File: src/rtl/lcc_pkg.sv
// shared constants and carrier types for the logic cell cluster
package lcc_pkg;

   ////////////////////////////////////////////////////////////////////////////
   // cluster shape
   localparam int unsigned NCELL = 10;
   localparam int unsigned REGEN_CELL = 5;
   localparam int unsigned NOUT = 3;
   localparam int unsigned NDATA = 4;

   ////////////////////////////////////////////////////////////////////////////
   // avalon register map, word addresses
   localparam logic [3:0] ADR_CFG_LAST = 4'h9;
   localparam logic [3:0] ADR_STATUS = 4'ha;
   localparam int unsigned CFG_W = 27;
   localparam int unsigned STATUS_PAD = 22;
   localparam int unsigned CFG_PAD = 5;
   localparam logic [31:0] RDATA_UNMAPPED = 32'h0000_0000;

   ////////////////////////////////////////////////////////////////////////////
   // storage element behaviour
   typedef enum logic [1:0] {
      LCC_FF_D = 2'h0,
      LCC_FF_T = 2'h1,
      LCC_FF_JK = 2'h2,
      LCC_FF_SR = 2'h3
   } lcc_ff_type;

   // per-cell configuration word, msb first
   typedef struct packed {
      logic counter;
      logic lut_chain;
      logic reg_chain;
      logic pack_fb;
      logic carry_tbl;
      logic [2:0] out_sel;
      lcc_ff_type ff;
      logic arith;
      logic [15:0] mask;
   } lcc_cfg_type;

   localparam lcc_cfg_type CFG_RESET = 27'h000_0000;

   // cluster-wide control signals
   typedef struct packed {
      logic clk_ena;
      logic aclr;
      logic aload;
      logic sclr;
      logic sload;
      logic add_nsub;
   } lcc_ctrl_type;

endpackage

File: src/rtl/lcc_cell_cluster.sv
// ten-cell logic cluster with carry-select chain and avalon configuration port
//
// How it works
// - each cell's table computes any function of four inputs from a mask
// - storage element behaves as d, t, jk or sr flip-flop per cell
// - register has data, load data, clock, enable, clear and load/preset controls
// - asynchronous load takes its value from the cell's fourth data input
// - table result can reach outputs without passing the cell register
// - three general outputs per cell, each from table or register
// - packing option feeds register output back into own table
// - registered and unregistered table result may appear together
// - table chain and register chain pass results to the next cell
// - subtraction inverts every b bit and forces carry in to one
// - each cell is in normal or arithmetic mode, routing inputs differently
// - each cell takes four data, two chain carries, cluster carry, register chain
// - cluster controls steer every register; add/subtract applies in arithmetic
// - normal mode feeds the table, carry or fourth input as one input
// - arithmetic mode forms one sum and two carries per cell from a and b, not from the mask
// - cluster carry picks a chain, whose level picks the sum
// - both chain carry outputs repeat the final carry chosen by cluster carry
// - arithmetic mode counts with enable and direction from data inputs
// - synchronous clear and load act on all cluster registers at once
// - chains start only at the first cell; cluster carry regenerates once, after the fifth cell
// - chain continues to next cluster; final carry leaves on carry_o
// - cluster holds ten cells sharing controls and carry chain
// - asynchronous clear beats asynchronous load when both are high
// - low clock enable holds every cell register except under async clear or load
`timescale 1ns/10ps
module lcc_cell_cluster (
   // clock and reset
   input wire logic clk_sys_i,
   input wire logic rst_i,
   // avalon-mm slave
   input wire logic [3:0] avs_address_i,
   input wire logic avs_read_i,
   input wire logic avs_write_i,
   input wire logic [31:0] avs_writedata_i,
   input wire logic [3:0] avs_byteenable_i,
   output logic [31:0] avs_readdata_o,
   output logic avs_waitrequest_o,
   // cluster control and neighbour inputs
   input wire lcc_pkg::lcc_ctrl_type ctrl_i,
   input wire logic [lcc_pkg::NCELL-1:0][lcc_pkg::NDATA-1:0] cell_data_i,
   input wire logic cluster_carry_i,
   input wire logic zero_assumed_carry_chain_in_i,
   input wire logic one_assumed_carry_chain_in_i,
   input wire logic reg_chain_i,
   // cell outputs
   output logic [lcc_pkg::NCELL-1:0][lcc_pkg::NOUT-1:0] general_o,
   output logic table_chain_o,
   output logic reg_chain_o,
   output logic zero_assumed_carry_chain_out_o,
   output logic one_assumed_carry_chain_out_o,
   output logic carry_o
);

   ////////////////////////////////////////////////////////////////////////////
   // state
   typedef struct packed {
      lcc_pkg::lcc_cfg_type [lcc_pkg::NCELL-1:0] cfg;
      logic [lcc_pkg::NCELL-1:0] q;
      logic [lcc_pkg::NCELL-1:0][lcc_pkg::NOUT-1:0] gen;
      logic tchain;
      logic rchain;
      logic c0_out;
      logic c1_out;
      logic cout;
      logic waitreq;
      logic [31:0] rdata;
   } lcc_state_type;

   lcc_state_type r_q;
   lcc_state_type r_d;

   logic [lcc_pkg::NCELL-1:0] tbl;
   logic [lcc_pkg::NCELL-1:0] cin_v;
   logic [lcc_pkg::NCELL-1:0] d3_v;
   logic first_cin;
   logic c0;
   logic c1;
   logic sel;
   logic a;
   logic b;
   logic src;
   logic prev_tbl;
   logic prev_q;
   logic k;
   logic ff_next;
   logic [3:0] idx;
   logic accept;
   logic done;
   logic [31:0] word;

   ////////////////////////////////////////////////////////////////////////////
   // next state
   always_comb begin
      r_d = r_q;
      tbl = '0;
      cin_v = '0;
      d3_v = '0;
      c0 = zero_assumed_carry_chain_in_i;
      c1 = one_assumed_carry_chain_in_i;
      sel = cluster_carry_i;
      a = 1'b0;
      b = 1'b0;
      src = 1'b0;
      k = 1'b0;
      ff_next = 1'b0;
      idx = 4'h0;
      prev_tbl = 1'b0;
      prev_q = reg_chain_i;
      word = 32'h0000_0000;
      first_cin = 1'b0;
      accept = (avs_read_i | avs_write_i) & r_q.waitreq;
      done = (avs_read_i | avs_write_i) & ~r_q.waitreq;

      // first cell of an arithmetic chain: forced carry
      if (r_q.cfg[0].arith && r_q.cfg[0].counter) begin
         c0 = cell_data_i[0][3];
         c1 = cell_data_i[0][3];
      end else if (r_q.cfg[0].arith && !ctrl_i.add_nsub) begin
         c0 = 1'b1;
         c1 = 1'b1;
      end
      first_cin = sel ? c1 : c0;

      for (int i = 0; i < lcc_pkg::NCELL; i++) begin
         // cluster carry regenerated mid-cluster to keep the critical path short
         if (i == lcc_pkg::REGEN_CELL) begin
            sel = sel ? c1 : c0;
            c0 = 1'b0;
            c1 = 1'b1;
         end
         cin_v[i] = sel ? c1 : c0;
         d3_v[i] = cell_data_i[i][3];
         if (r_q.cfg[i].arith) begin
            a = r_q.cfg[i].counter ? r_q.q[i] : cell_data_i[i][1];
            b = r_q.cfg[i].counter ? ~cell_data_i[i][3] : (cell_data_i[i][2] ^ ~ctrl_i.add_nsub);
            tbl[i] = a ^ b ^ cin_v[i];
            c0 = c0 ? (a | b) : (a & b);
            c1 = c1 ? (a | b) : (a & b);
         end else begin
            idx[0] = r_q.cfg[i].lut_chain ? prev_tbl : cell_data_i[i][0];
            idx[1] = cell_data_i[i][1];
            idx[2] = r_q.cfg[i].pack_fb ? r_q.q[i] : cell_data_i[i][2];
            idx[3] = r_q.cfg[i].carry_tbl ? cin_v[i] : cell_data_i[i][3];
            tbl[i] = r_q.cfg[i].mask[idx];
         end
         prev_tbl = tbl[i];

         // storage element
         src = r_q.cfg[i].reg_chain ? prev_q : tbl[i];
         k = cell_data_i[i][2];
         case (r_q.cfg[i].ff)
            lcc_pkg::LCC_FF_D: ff_next = src;
            lcc_pkg::LCC_FF_T: ff_next = r_q.q[i] ^ src;
            lcc_pkg::LCC_FF_JK: ff_next = (src & ~r_q.q[i]) | (~k & r_q.q[i]);
            lcc_pkg::LCC_FF_SR: ff_next = k ? 1'b0 : (src | r_q.q[i]);
            default: ff_next = src;
         endcase
         prev_q = r_q.q[i];

         // priority: each clear beats its own load, async beats enable and sync
         if (ctrl_i.aclr) begin
            r_d.q[i] = 1'b0;
         end else if (ctrl_i.aload) begin
            r_d.q[i] = cell_data_i[i][3];
         end else if (!ctrl_i.clk_ena) begin
            r_d.q[i] = r_q.q[i];
         end else if (ctrl_i.sclr) begin
            r_d.q[i] = 1'b0;
         end else if (ctrl_i.sload) begin
            r_d.q[i] = cell_data_i[i][3];
         end else if (r_q.cfg[i].arith && r_q.cfg[i].counter) begin
            r_d.q[i] = cell_data_i[i][0] ? tbl[i] : r_q.q[i];
         end else begin
            r_d.q[i] = ff_next;
         end

         // general outputs: register or bypassed table
         for (int j = 0; j < lcc_pkg::NOUT; j++) begin
            r_d.gen[i][j] = r_q.cfg[i].out_sel[j] ? r_q.q[i] : tbl[i];
         end
      end

      // chain leaves the cluster after the tenth cell
      r_d.tchain = tbl[lcc_pkg::NCELL-1];
      r_d.rchain = r_q.q[lcc_pkg::NCELL-1];
      r_d.cout = sel ? c1 : c0;
      r_d.c0_out = r_d.cout;
      r_d.c1_out = r_d.cout;

      ////////////////////////////////////////////////////////////////////////////
      // avalon slave: one wait cycle, then the access completes
      r_d.waitreq = ~accept;
      if (accept) begin
         if (avs_read_i && avs_address_i <= lcc_pkg::ADR_CFG_LAST) begin
            r_d.rdata = {{lcc_pkg::CFG_PAD{1'b0}}, r_q.cfg[avs_address_i]};
         end else if (avs_read_i && avs_address_i == lcc_pkg::ADR_STATUS) begin
            r_d.rdata = {{lcc_pkg::STATUS_PAD{1'b0}}, r_q.q};
         end else begin
            r_d.rdata = lcc_pkg::RDATA_UNMAPPED;
         end
      end
      if (done && avs_write_i && avs_address_i <= lcc_pkg::ADR_CFG_LAST) begin
         word = {{lcc_pkg::CFG_PAD{1'b0}}, r_q.cfg[avs_address_i]};
         for (int l = 0; l < 4; l++) begin
            if (avs_byteenable_i[l]) begin
               word[l*8 +: 8] = avs_writedata_i[l*8 +: 8];
            end
         end
         r_d.cfg[avs_address_i] = word[lcc_pkg::CFG_W-1:0];
      end
   end

   ////////////////////////////////////////////////////////////////////////////
   // registers
   always_ff @(posedge clk_sys_i) begin
      if (rst_i) begin
         r_q <= '0;
         r_q.cfg <= {lcc_pkg::NCELL{lcc_pkg::CFG_RESET}};
         r_q.waitreq <= 1'b1;
      end else begin
         r_q <= r_d;
      end
   end

   assign avs_readdata_o = r_q.rdata;
   assign avs_waitrequest_o = r_q.waitreq;
   assign general_o = r_q.gen;
   assign table_chain_o = r_q.tchain;
   assign reg_chain_o = r_q.rchain;
   assign zero_assumed_carry_chain_out_o = r_q.c0_out;
   assign one_assumed_carry_chain_out_o = r_q.c1_out;
   assign carry_o = r_q.cout;

   ////////////////////////////////////////////////////////////////////////////
   // cell-level checks; all but the async clear, async load and chain output checks look at one cell to keep the property set small
   logic ff_free;
   assign ff_free = ctrl_i.clk_ena & ~ctrl_i.aclr & ~ctrl_i.aload & ~ctrl_i.sclr & ~ctrl_i.sload;
endmodule

File: config.mk
export PLATFORM = sky130hd
export DESIGN_NAME = lcc_cell_cluster
export DESIGN_NICKNAME = d
export VERILOG_FILES = /design/src/rtl/lcc_pkg.sv /design/src/rtl/lcc_cell_cluster.sv
export SDC_FILE = /design/constraint.sdc
export NUM_CORES = 1
export LEC_CHECK = 0
export BUFFER_PORTS_ARGS = -buffer_cell sky130_fd_sc_hd__buf_2
export CORE_ASPECT_RATIO = 0.6
export CORE_MARGIN = 8
export CORE_UTILIZATION = 61
export DETAILED_ROUTE_END_ITERATION = 7
export HOLD_SLACK_MARGIN = 0.02
export PLACE_DENSITY = 0.84
export SLEW_MARGIN = 15
export SYNTH_ARGS = -nofsm -noshare
export SYNTH_HDL_FRONTEND = slang
export SYNTH_SLANG_ARGS = --single-unit
File: constraint.sdc
create_clock -name clk_sys_i -period 11.6 [get_ports clk_sys_i]
set_clock_uncertainty 0.2 [all_clocks]
set_input_delay 1.16 -clock clk_sys_i [delete_from_list [all_inputs] [get_ports clk_sys_i]]
set_output_delay 1.16 -clock clk_sys_i [all_outputs]
set_load 0.1 [all_outputs]
Yosys cells after proc, flatten, opt, wreduce, memory -nomap -nowiden
Index checks and enable logic that the tools add are counted.
{"block": "word_totals", "register_bits": 346, "out_inout_bits": 68, "wordCells": 613}
{"block": "classes", "n_lt_le_gt_ge": 13, "n_eq_ne": 41, "muxes": 269, "bitwise": 136, "n_reduce_logical": 39}
{"operator": "270-bit bitwise mux", "n": 1}
{"operator": "1-bit 2-to-1 mux", "n": 234}
{"operator": "27-bit binary-select mux with 4-bit select", "n": 1}
{"operator": "27-bit demux with 4-bit select", "n": 1}
{"operator": "27-bit 2-to-1 mux", "n": 3}
{"operator": "4-bit by 5-bit < comparator with 1-bit output, second input constant", "n": 11}
{"operator": "5-bit != test, second input constant", "n": 10}
{"operator": "8-bit 2-to-1 mux", "n": 6}
{"operator": "1-bit binary-select mux with 4-bit select", "n": 10}
{"operator": "2-bit == test, second input constant", "n": 20}
{"operator": "1-bit one-hot mux with 4 select lines", "n": 10}
{"operator": "1-bit XOR", "n": 40}
{"operator": "1-bit inverter", "n": 33}
{"operator": "1-bit AND", "n": 32}
{"operator": "1-bit bitwise OR", "n": 31}
{"operator": "2-bit by 1-bit == test with 1-bit output, second input constant", "n": 10}
{"operator": "2-bit logical NOT", "n": 10}
{"operator": "2-bit AND reduction", "n": 10}
{"operator": "1-bit logical AND", "n": 16}
{"operator": "10-bit 2-to-1 mux", "n": 1}
{"operator": "3-bit 2-to-1 mux", "n": 2}
{"operator": "4-bit == test, second input constant", "n": 1}
{"operator": "4-bit by 1-bit greater-or-equal comparator with 1-bit output, second input constant", "n": 1}
{"operator": "4-bit less-or-equal comparator, second input constant", "n": 1}
{"operator": "other kinds (3)", "n": 3}

Logic depth before layout (Yosys ltp)
{"block": "depth", "word_depth": 54, "ltp_mapped": 36, "depth_no_buf": 35}

Worst setup path after synthesis
OpenSTA, ideal clock, no wires.
{"block": "synth_path", "kind": "in2reg", "from": "in ctrl_i[0] (netlist bit)", "to": "reg r_q, in the netlist prev_q", "setup_time_ps": 123, "arrival_ps": 9109, "required_time_ps": 11277, "path_slack_ps": 2168, "cell_stages": 33, "path_buffers": 1, "cell_sequence": "buf_1 > xor2_1 > o21ai_0 > ha_1 > or4_1 > nand3_1 > a221oi_1 > a31oi_1 > a221oi_2 > or4_1 > a2111oi_0 > a211oi_1 > and2_1 > o211a_1 > a31o_1 > a41oi_2 > mux2i_1 > o31ai_4 > mux2_2 > nor4b_4 > mux2i_1 > or2_0 > o211a_1 > nor4_2 > o211ai_2 > mux2i_1 > a21boi_1 > ha_1 > o311ai_0 > o211ai_1 > a31oi_1 > a21o_1 > a21oi_1"}
{"block": "synth_via", "elab_chain_cells": 54}
{"element": "from (decl)", "line_no": "lcc_cell_cluster.sv:42", "source": "input wire lcc_pkg::lcc_ctrl_type ctrl_i,"}
{"element": "1-bit logical NOT", "line_no": "lcc_cell_cluster.sv:121", "source": "end else if (r_q.cfg[0].arith && !ctrl_i.add_nsub) begin"}
{"element": "1-bit logical AND", "line_no": "lcc_cell_cluster.sv:121"}
{"element": "1-bit 2-to-1 mux", "line_no": "lcc_cell_cluster.sv:121"}
{"element": "1-bit 2-to-1 mux", "line_no": "lcc_cell_cluster.sv:118", "source": "if (r_q.cfg[0].arith && r_q.cfg[0].counter) begin"}
{"element": "1-bit 2-to-1 mux", "line_no": "lcc_cell_cluster.sv:134", "source": "cin_v[i] = sel ? c1 : c0;"}
{"element": "1-bit 2-to-1 mux", "line_no": "lcc_cell_cluster.sv:146", "source": "idx[3] = r_q.cfg[i].carry_tbl ? cin_v[i] : cell_data_i[i][3];"}
{"element": "1-bit binary-select mux with 4-bit select", "line_no": "lcc_cell_cluster.sv:147", "source": "tbl[i] = r_q.cfg[i].mask[idx];"}
{"element": "1-bit 2-to-1 mux (implied by the code)", "line_no": "lcc_cell_cluster.sv:147"}
{"element": "[... 38 more ...]"}
{"element": "1-bit bitwise OR / 1-bit AND (equally long branches)", "line_no": "lcc_cell_cluster.sv:158, lcc_cell_cluster.sv:157"}
{"element": "1-bit 2-to-1 mux / 1-bit bitwise OR (equally long branches)", "line_no": "lcc_cell_cluster.sv:158, lcc_cell_cluster.sv:157"}
{"element": "1-bit one-hot mux with 4 select lines", "line_no": "lcc_cell_cluster.sv:154", "source": "case (r_q.cfg[i].ff)"}
{"element": "1-bit 2-to-1 mux *", "line_no": "lcc_cell_cluster.sv:174", "source": "end else if (r_q.cfg[i].arith && r_q.cfg[i].counter) begin"}
{"element": "1-bit 2-to-1 mux *", "line_no": "lcc_cell_cluster.sv:172", "source": "end else if (ctrl_i.sload) begin"}
{"element": "1-bit 2-to-1 mux *", "line_no": "lcc_cell_cluster.sv:170", "source": "end else if (ctrl_i.sclr) begin"}
{"element": "1-bit 2-to-1 mux *", "line_no": "lcc_cell_cluster.sv:168", "source": "end else if (!ctrl_i.clk_ena) begin"}
{"element": "1-bit 2-to-1 mux *", "line_no": "lcc_cell_cluster.sv:166", "source": "end else if (ctrl_i.aload) begin"}
{"element": "to (signal assigned)", "line_no": "lcc_cell_cluster.sv:224", "source": "r_q <= r_d;"}
{"element": "to (decl)", "line_no": "lcc_cell_cluster.sv:72", "source": "lcc_state_type r_q;"}
Every way passes the cells marked *; elsewhere a longest branch is shown, timed or not. The select of a mux whose other input is x is not followed.
A chain may end at the register's enable or synchronous reset.

Worst setup path after layout
Ends and elaborated chain as after synthesis.

==> flow_summary.json <==
{
  "status": "finished clean",
  "cts.htree.levels": 2,
  "grt_pass1_wl_mm": 107.0,
  "routabilityCongestion": 1.026,
  "combinational_family_with_the_most_area_after_synthesis": "compound AO/OA/AOI/OAI gates",
  "reg2reg_setup_slack_ns": 1.36,
  "period_needed_ns": 10.75,
  "whs_ns": 0.2688,
  "cp-start-kind": "input port",
  "global_route.usage.total": 0.3646,
  "max_cap_viol_count": 0,
  "cts-buffers-inserted": 34,
  "clkPwrFrac": 0.422,
  "leakage_nw": 7.395,
  "worstReg2RegStart": "r_q[104]",
  "buffer_ports.inserted": 151,
  "fin_crit_sh": 0.9269,
  "hp-class": "flop to flop",
  "skew_pair_late_insertion_delay_ns": 0.54,
  "power_mw": 2.774,
  "fmaxAchievable_ghz": 0.09300,
  "crit_fanout": 12,
  "rsz0062_at_grt": "no",
  "p_comb_frac": 0.145,
  "setup_tns_ns": 0,
  "sw_frac_of_total": 0.2906,
  "ir_worst_vdd_mv": 0.1054,
  "syn2layout_area_growth_pct": 8.459,
  "critical_path_class": "input port to flop",
  "first_pass_iters": 7,
  "antenna_cells": 0,
  "worstSetupEndpointType": "flop",
  "p_sw_mw": 0.8063,
  "chipWidth_microns": 246.2,
  "synthDistinctLibCells": 82,
  "hold_path_startpoint": "r_q[219]",
  "synth_compound_gate_area_share": 0.2022,
  "chipHeight_microns": 154.1,
  "cp_slowest_stage_delay_ns": 0.63,
  "initialDrtViolationCount": 3882,
  "synthesis.yosys.warnings": 0,
  "drcViolationCount": 0,
  "worstHoldEndpoint": "r_q[219]",
  "grt_start_max_net_pins": 145,
  "master_of_the_slowest_instance_on_the_critical_path": "sky130_fd_sc_hd__mux2i_1",
  "reg2reg_to": "prev_q",
  "synth-main-ff-cell": "sky130_fd_sc_hd__dfxtp_1",
  "ys_ff_latch": 341,
  "cts.reportedPaths.clkPinSlew_ns": 0.07,
  "finish.net_count": 2461,
  "synth-simple-area-share": 0.1836,
  "worst_pin_slew_ns": 1.241,
  "synth_mux_area_frac": 0.1691,
  "ctsResizeCount": 0,
  "synth_edf_count": 0,
  "grt_pass1_vias": 17500,
  "worst_hold_path.num_cells": 2,
  "p_per_area_nw_per_um2": 131.9,
  "cts_hold_buf": 0,
  "worst-endpoint-required_ns": 11.83,
  "numClockSinks": 341,
  "drive_above_1_share": 0.1680,
  "gr-total-overflow": 0,
  "synth_area_per_cell_sq_um": 8.301,
  "post-dp-hpwl_mm": 51.44,
  "synth_xor_area_frac": 0.008130,
  "netlist_area_sq_um": 19390,
  "design.die.area_sq_um": 37940,
  "p_int_mw": 1.968,
  "wl_mm": 72.84,
  "clk_path_buf_depth": 3,
  "antenna_violating_nets_post_route": 0,
  "hold_viol_final": 0,
  "crit_top_cell": "sky130_fd_sc_hd__mux2i_1",
  "tritoncts_clock_tree": "yes",
  "timing.slew.headroom": 0.1728,
  "post-cts-setup-buffer-count": 0,
  "postSynth.asyncResetShare": 0,
  "synthAdderAreaFrac": 0.01936,
  "design.core.area_sq_um": 31220,
  "std_cell_rows": 50,
  "post_synth_inst_count": 2336,
  "ioPinCount": 162,
  "synth_seq_area_share": 0.3520,
  "setup_viol": 0,
  "antenna_violations_before_repair": 0,
  "cts_root_buffer": "sky130_fd_sc_hd__clkbuf_16",
  "vias_per_cell": 6.956,
  "worst_r2r_path_depth": 33,
  "timing.final.max_slew_violations": 0,
  "via_count": 19290,
  "initial_utilization": 0.6212,
  "worst-endpoint-arrival_ns": 10.98,
  "wire_length_per_cell_microns": 26.27,
  "seq_power_share": 0.433
}
==> power by group through the flow <==
stage / Sequential (mW) / Combinational (mW) / Clock [mW]
finish: 1.20 / 0.403 / 1.17
global route: 1.20 / 0.417 / 1.21
CTS: 1.20 / 0.386 / 1.16
detailed placement: 1.23 / 0.384 / 0
global placement: 1.23 / 0.376 / 0
floorplan: 1.22 / 0.278 / 0
==> final cells by class <==
type | count | area [sq um]
fillers | 2498 | 10190
clock buffers | 43 | 955.9
inverters | 57 | 214.0
flip-flops and latches | 341 | 6827
well taps | 416 | 520.5
repair buffers | 176 | 955.9
clock inverters | 13 | 178.9
multi-input cells | 1727 | 11380
==> stage by stage <==
step,util,setup WS (ns),instances,area (sq um)
floorplan,-,2.168,2340,19410
global placement,0.6371,0.9600,2717,19890
detailed placement,0.6371,0.7161,2717,19890
CTS,0.6734,1.198,2773,21020
global route,0.6737,0.3038,2773,21030
finish,0.6737,0.8477,2773,21030
==> critical path: cells and delay by family <==
kind                       cells  cell delay [ns]
xor gates and xnor gates       1             0.19
and+or+nand+nor                5             1.75
muxes                          5             1.91
buffers and inverters          1             0.48
adders and majority gates      2             0.50
AOI/OAI and AO/OA             20             4.96
==> synth_stat cells, types with 7 or more instances <==
library cell               count  area [sq um]
sky130_fd_sc_hd__nand3_1      13         65.06
sky130_fd_sc_hd__o31ai_1       8         60.06
sky130_fd_sc_hd__nor2b_1      22         137.6
sky130_fd_sc_hd__mux4_2       84          1892
sky130_fd_sc_hd__a211oi_1    102         765.7
sky130_fd_sc_hd__o21a_1       13         97.59
sky130_fd_sc_hd__a311oi_1      8         70.07
sky130_fd_sc_hd__nand2_1     469          1760
sky130_fd_sc_hd__o22ai_1       8         50.05
sky130_fd_sc_hd__mux2_2       50         563.0
sky130_fd_sc_hd__nand2b_1     16         100.1
sky130_fd_sc_hd__o211ai_1      7         52.55
sky130_fd_sc_hd__nor2_1      245         919.6
sky130_fd_sc_hd__mux2i_1      80         800.8
sky130_fd_sc_hd__buf_4        65         488.0
sky130_fd_sc_hd__dfxtp_1     341          6827
sky130_fd_sc_hd__a22oi_1      38         285.3
sky130_fd_sc_hd__ha_1         30         375.4
sky130_fd_sc_hd__clkbuf_1    131         491.7
sky130_fd_sc_hd__a221oi_1     27         236.5
sky130_fd_sc_hd__and2_1        7         43.79
sky130_fd_sc_hd__nor3_1       36         180.2
sky130_fd_sc_hd__buf_1        16         60.06
sky130_fd_sc_hd__inv_1        57         214.0
sky130_fd_sc_hd__a31oi_1      16         100.1
sky130_fd_sc_hd__o21ai_0      50         250.2
sky130_fd_sc_hd__xnor2_1      13         113.9
sky130_fd_sc_hd__a21oi_1     251          1256
==> worst max-delay path by stage <==
| stage | startpoint | end | slack [ns] |
|---|---|---|---|
| 3_3_place_gp | ctrl_i[0] | prev_q | 0.96 |
| 3_5_place_dp | ctrl_i[0] | prev_q | 0.72 |
| 2_1_floorplan | ctrl_i[0] | prev_q | 2.17 |
| 4_1_cts | ctrl_i[0] | prev_q | 1.20 |
| 5_1_grt | ctrl_i[0] | prev_q | 0.30 |
| 6_report | ctrl_i[0] | prev_q | 0.85 |
==> placed cells by master (no fill, tap or decap), types with 6 or more instances in the layout <==
cell                        instances
sky130_fd_sc_hd__dfxtp_1          341
sky130_fd_sc_hd__clkbuf_16         35
sky130_fd_sc_hd__or3_1              6
sky130_fd_sc_hd__a21oi_1          251
sky130_fd_sc_hd__inv_1             57
sky130_fd_sc_hd__a21o_1             6
sky130_fd_sc_hd__nor2_1           239
sky130_fd_sc_hd__a211oi_1         102
sky130_fd_sc_hd__xnor2_1           13
sky130_fd_sc_hd__a221oi_1          27
sky130_fd_sc_hd__nor3b_1            6
sky130_fd_sc_hd__a311oi_1           8
sky130_fd_sc_hd__nand3_1           13
sky130_fd_sc_hd__a31oi_1           16
sky130_fd_sc_hd__nand2b_1          16
sky130_fd_sc_hd__and2_1             7
sky130_fd_sc_hd__ha_1              30
sky130_fd_sc_hd__or2_2              6
sky130_fd_sc_hd__o31ai_1            8
sky130_fd_sc_hd__nand2_1          469
sky130_fd_sc_hd__o21ai_0           50
sky130_fd_sc_hd__o211ai_1           7
sky130_fd_sc_hd__buf_2            149
sky130_fd_sc_hd__o22ai_1            8
sky130_fd_sc_hd__mux2i_1           78
sky130_fd_sc_hd__o221ai_1           6
sky130_fd_sc_hd__a22oi_1           38
sky130_fd_sc_hd__buf_4             26
sky130_fd_sc_hd__nor3_1            32
sky130_fd_sc_hd__nor4_1             6
sky130_fd_sc_hd__o21a_1            13
sky130_fd_sc_hd__mux2_2            50
sky130_fd_sc_hd__mux4_2            84
sky130_fd_sc_hd__nor2b_1           22
==> sequential cells by signal, indices dropped and copies added, names as in the netlist <==
name               count
avs_waitrequest_o      1
prev_q                 1
r_q                  279
avs_readdata_o        27
table_chain_o          1
general_o             30
reg_chain_o            1
carry_o                1
==> cells by family after synthesis <==
family / Yosys count
AO/OA/AOI/OAI: 605
flip-flops: 341
buffers and inverters: 272
adder cells (fa/ha/maj): 30
multiplexers: 215
AND/OR/NAND/NOR: 854
other: 1
XOR/XNOR: 18
==> metal layers <==
layer | share of wire | track usage
met4 | 0.054 | 0.1623
met2 | 0.39 | 0.4885
met3 | 0.19 | 0.1645
met5 | 0 | 0
met1 | 0.37 | 0.4943
Note: power is estimated with default switching activity, not from simulation.
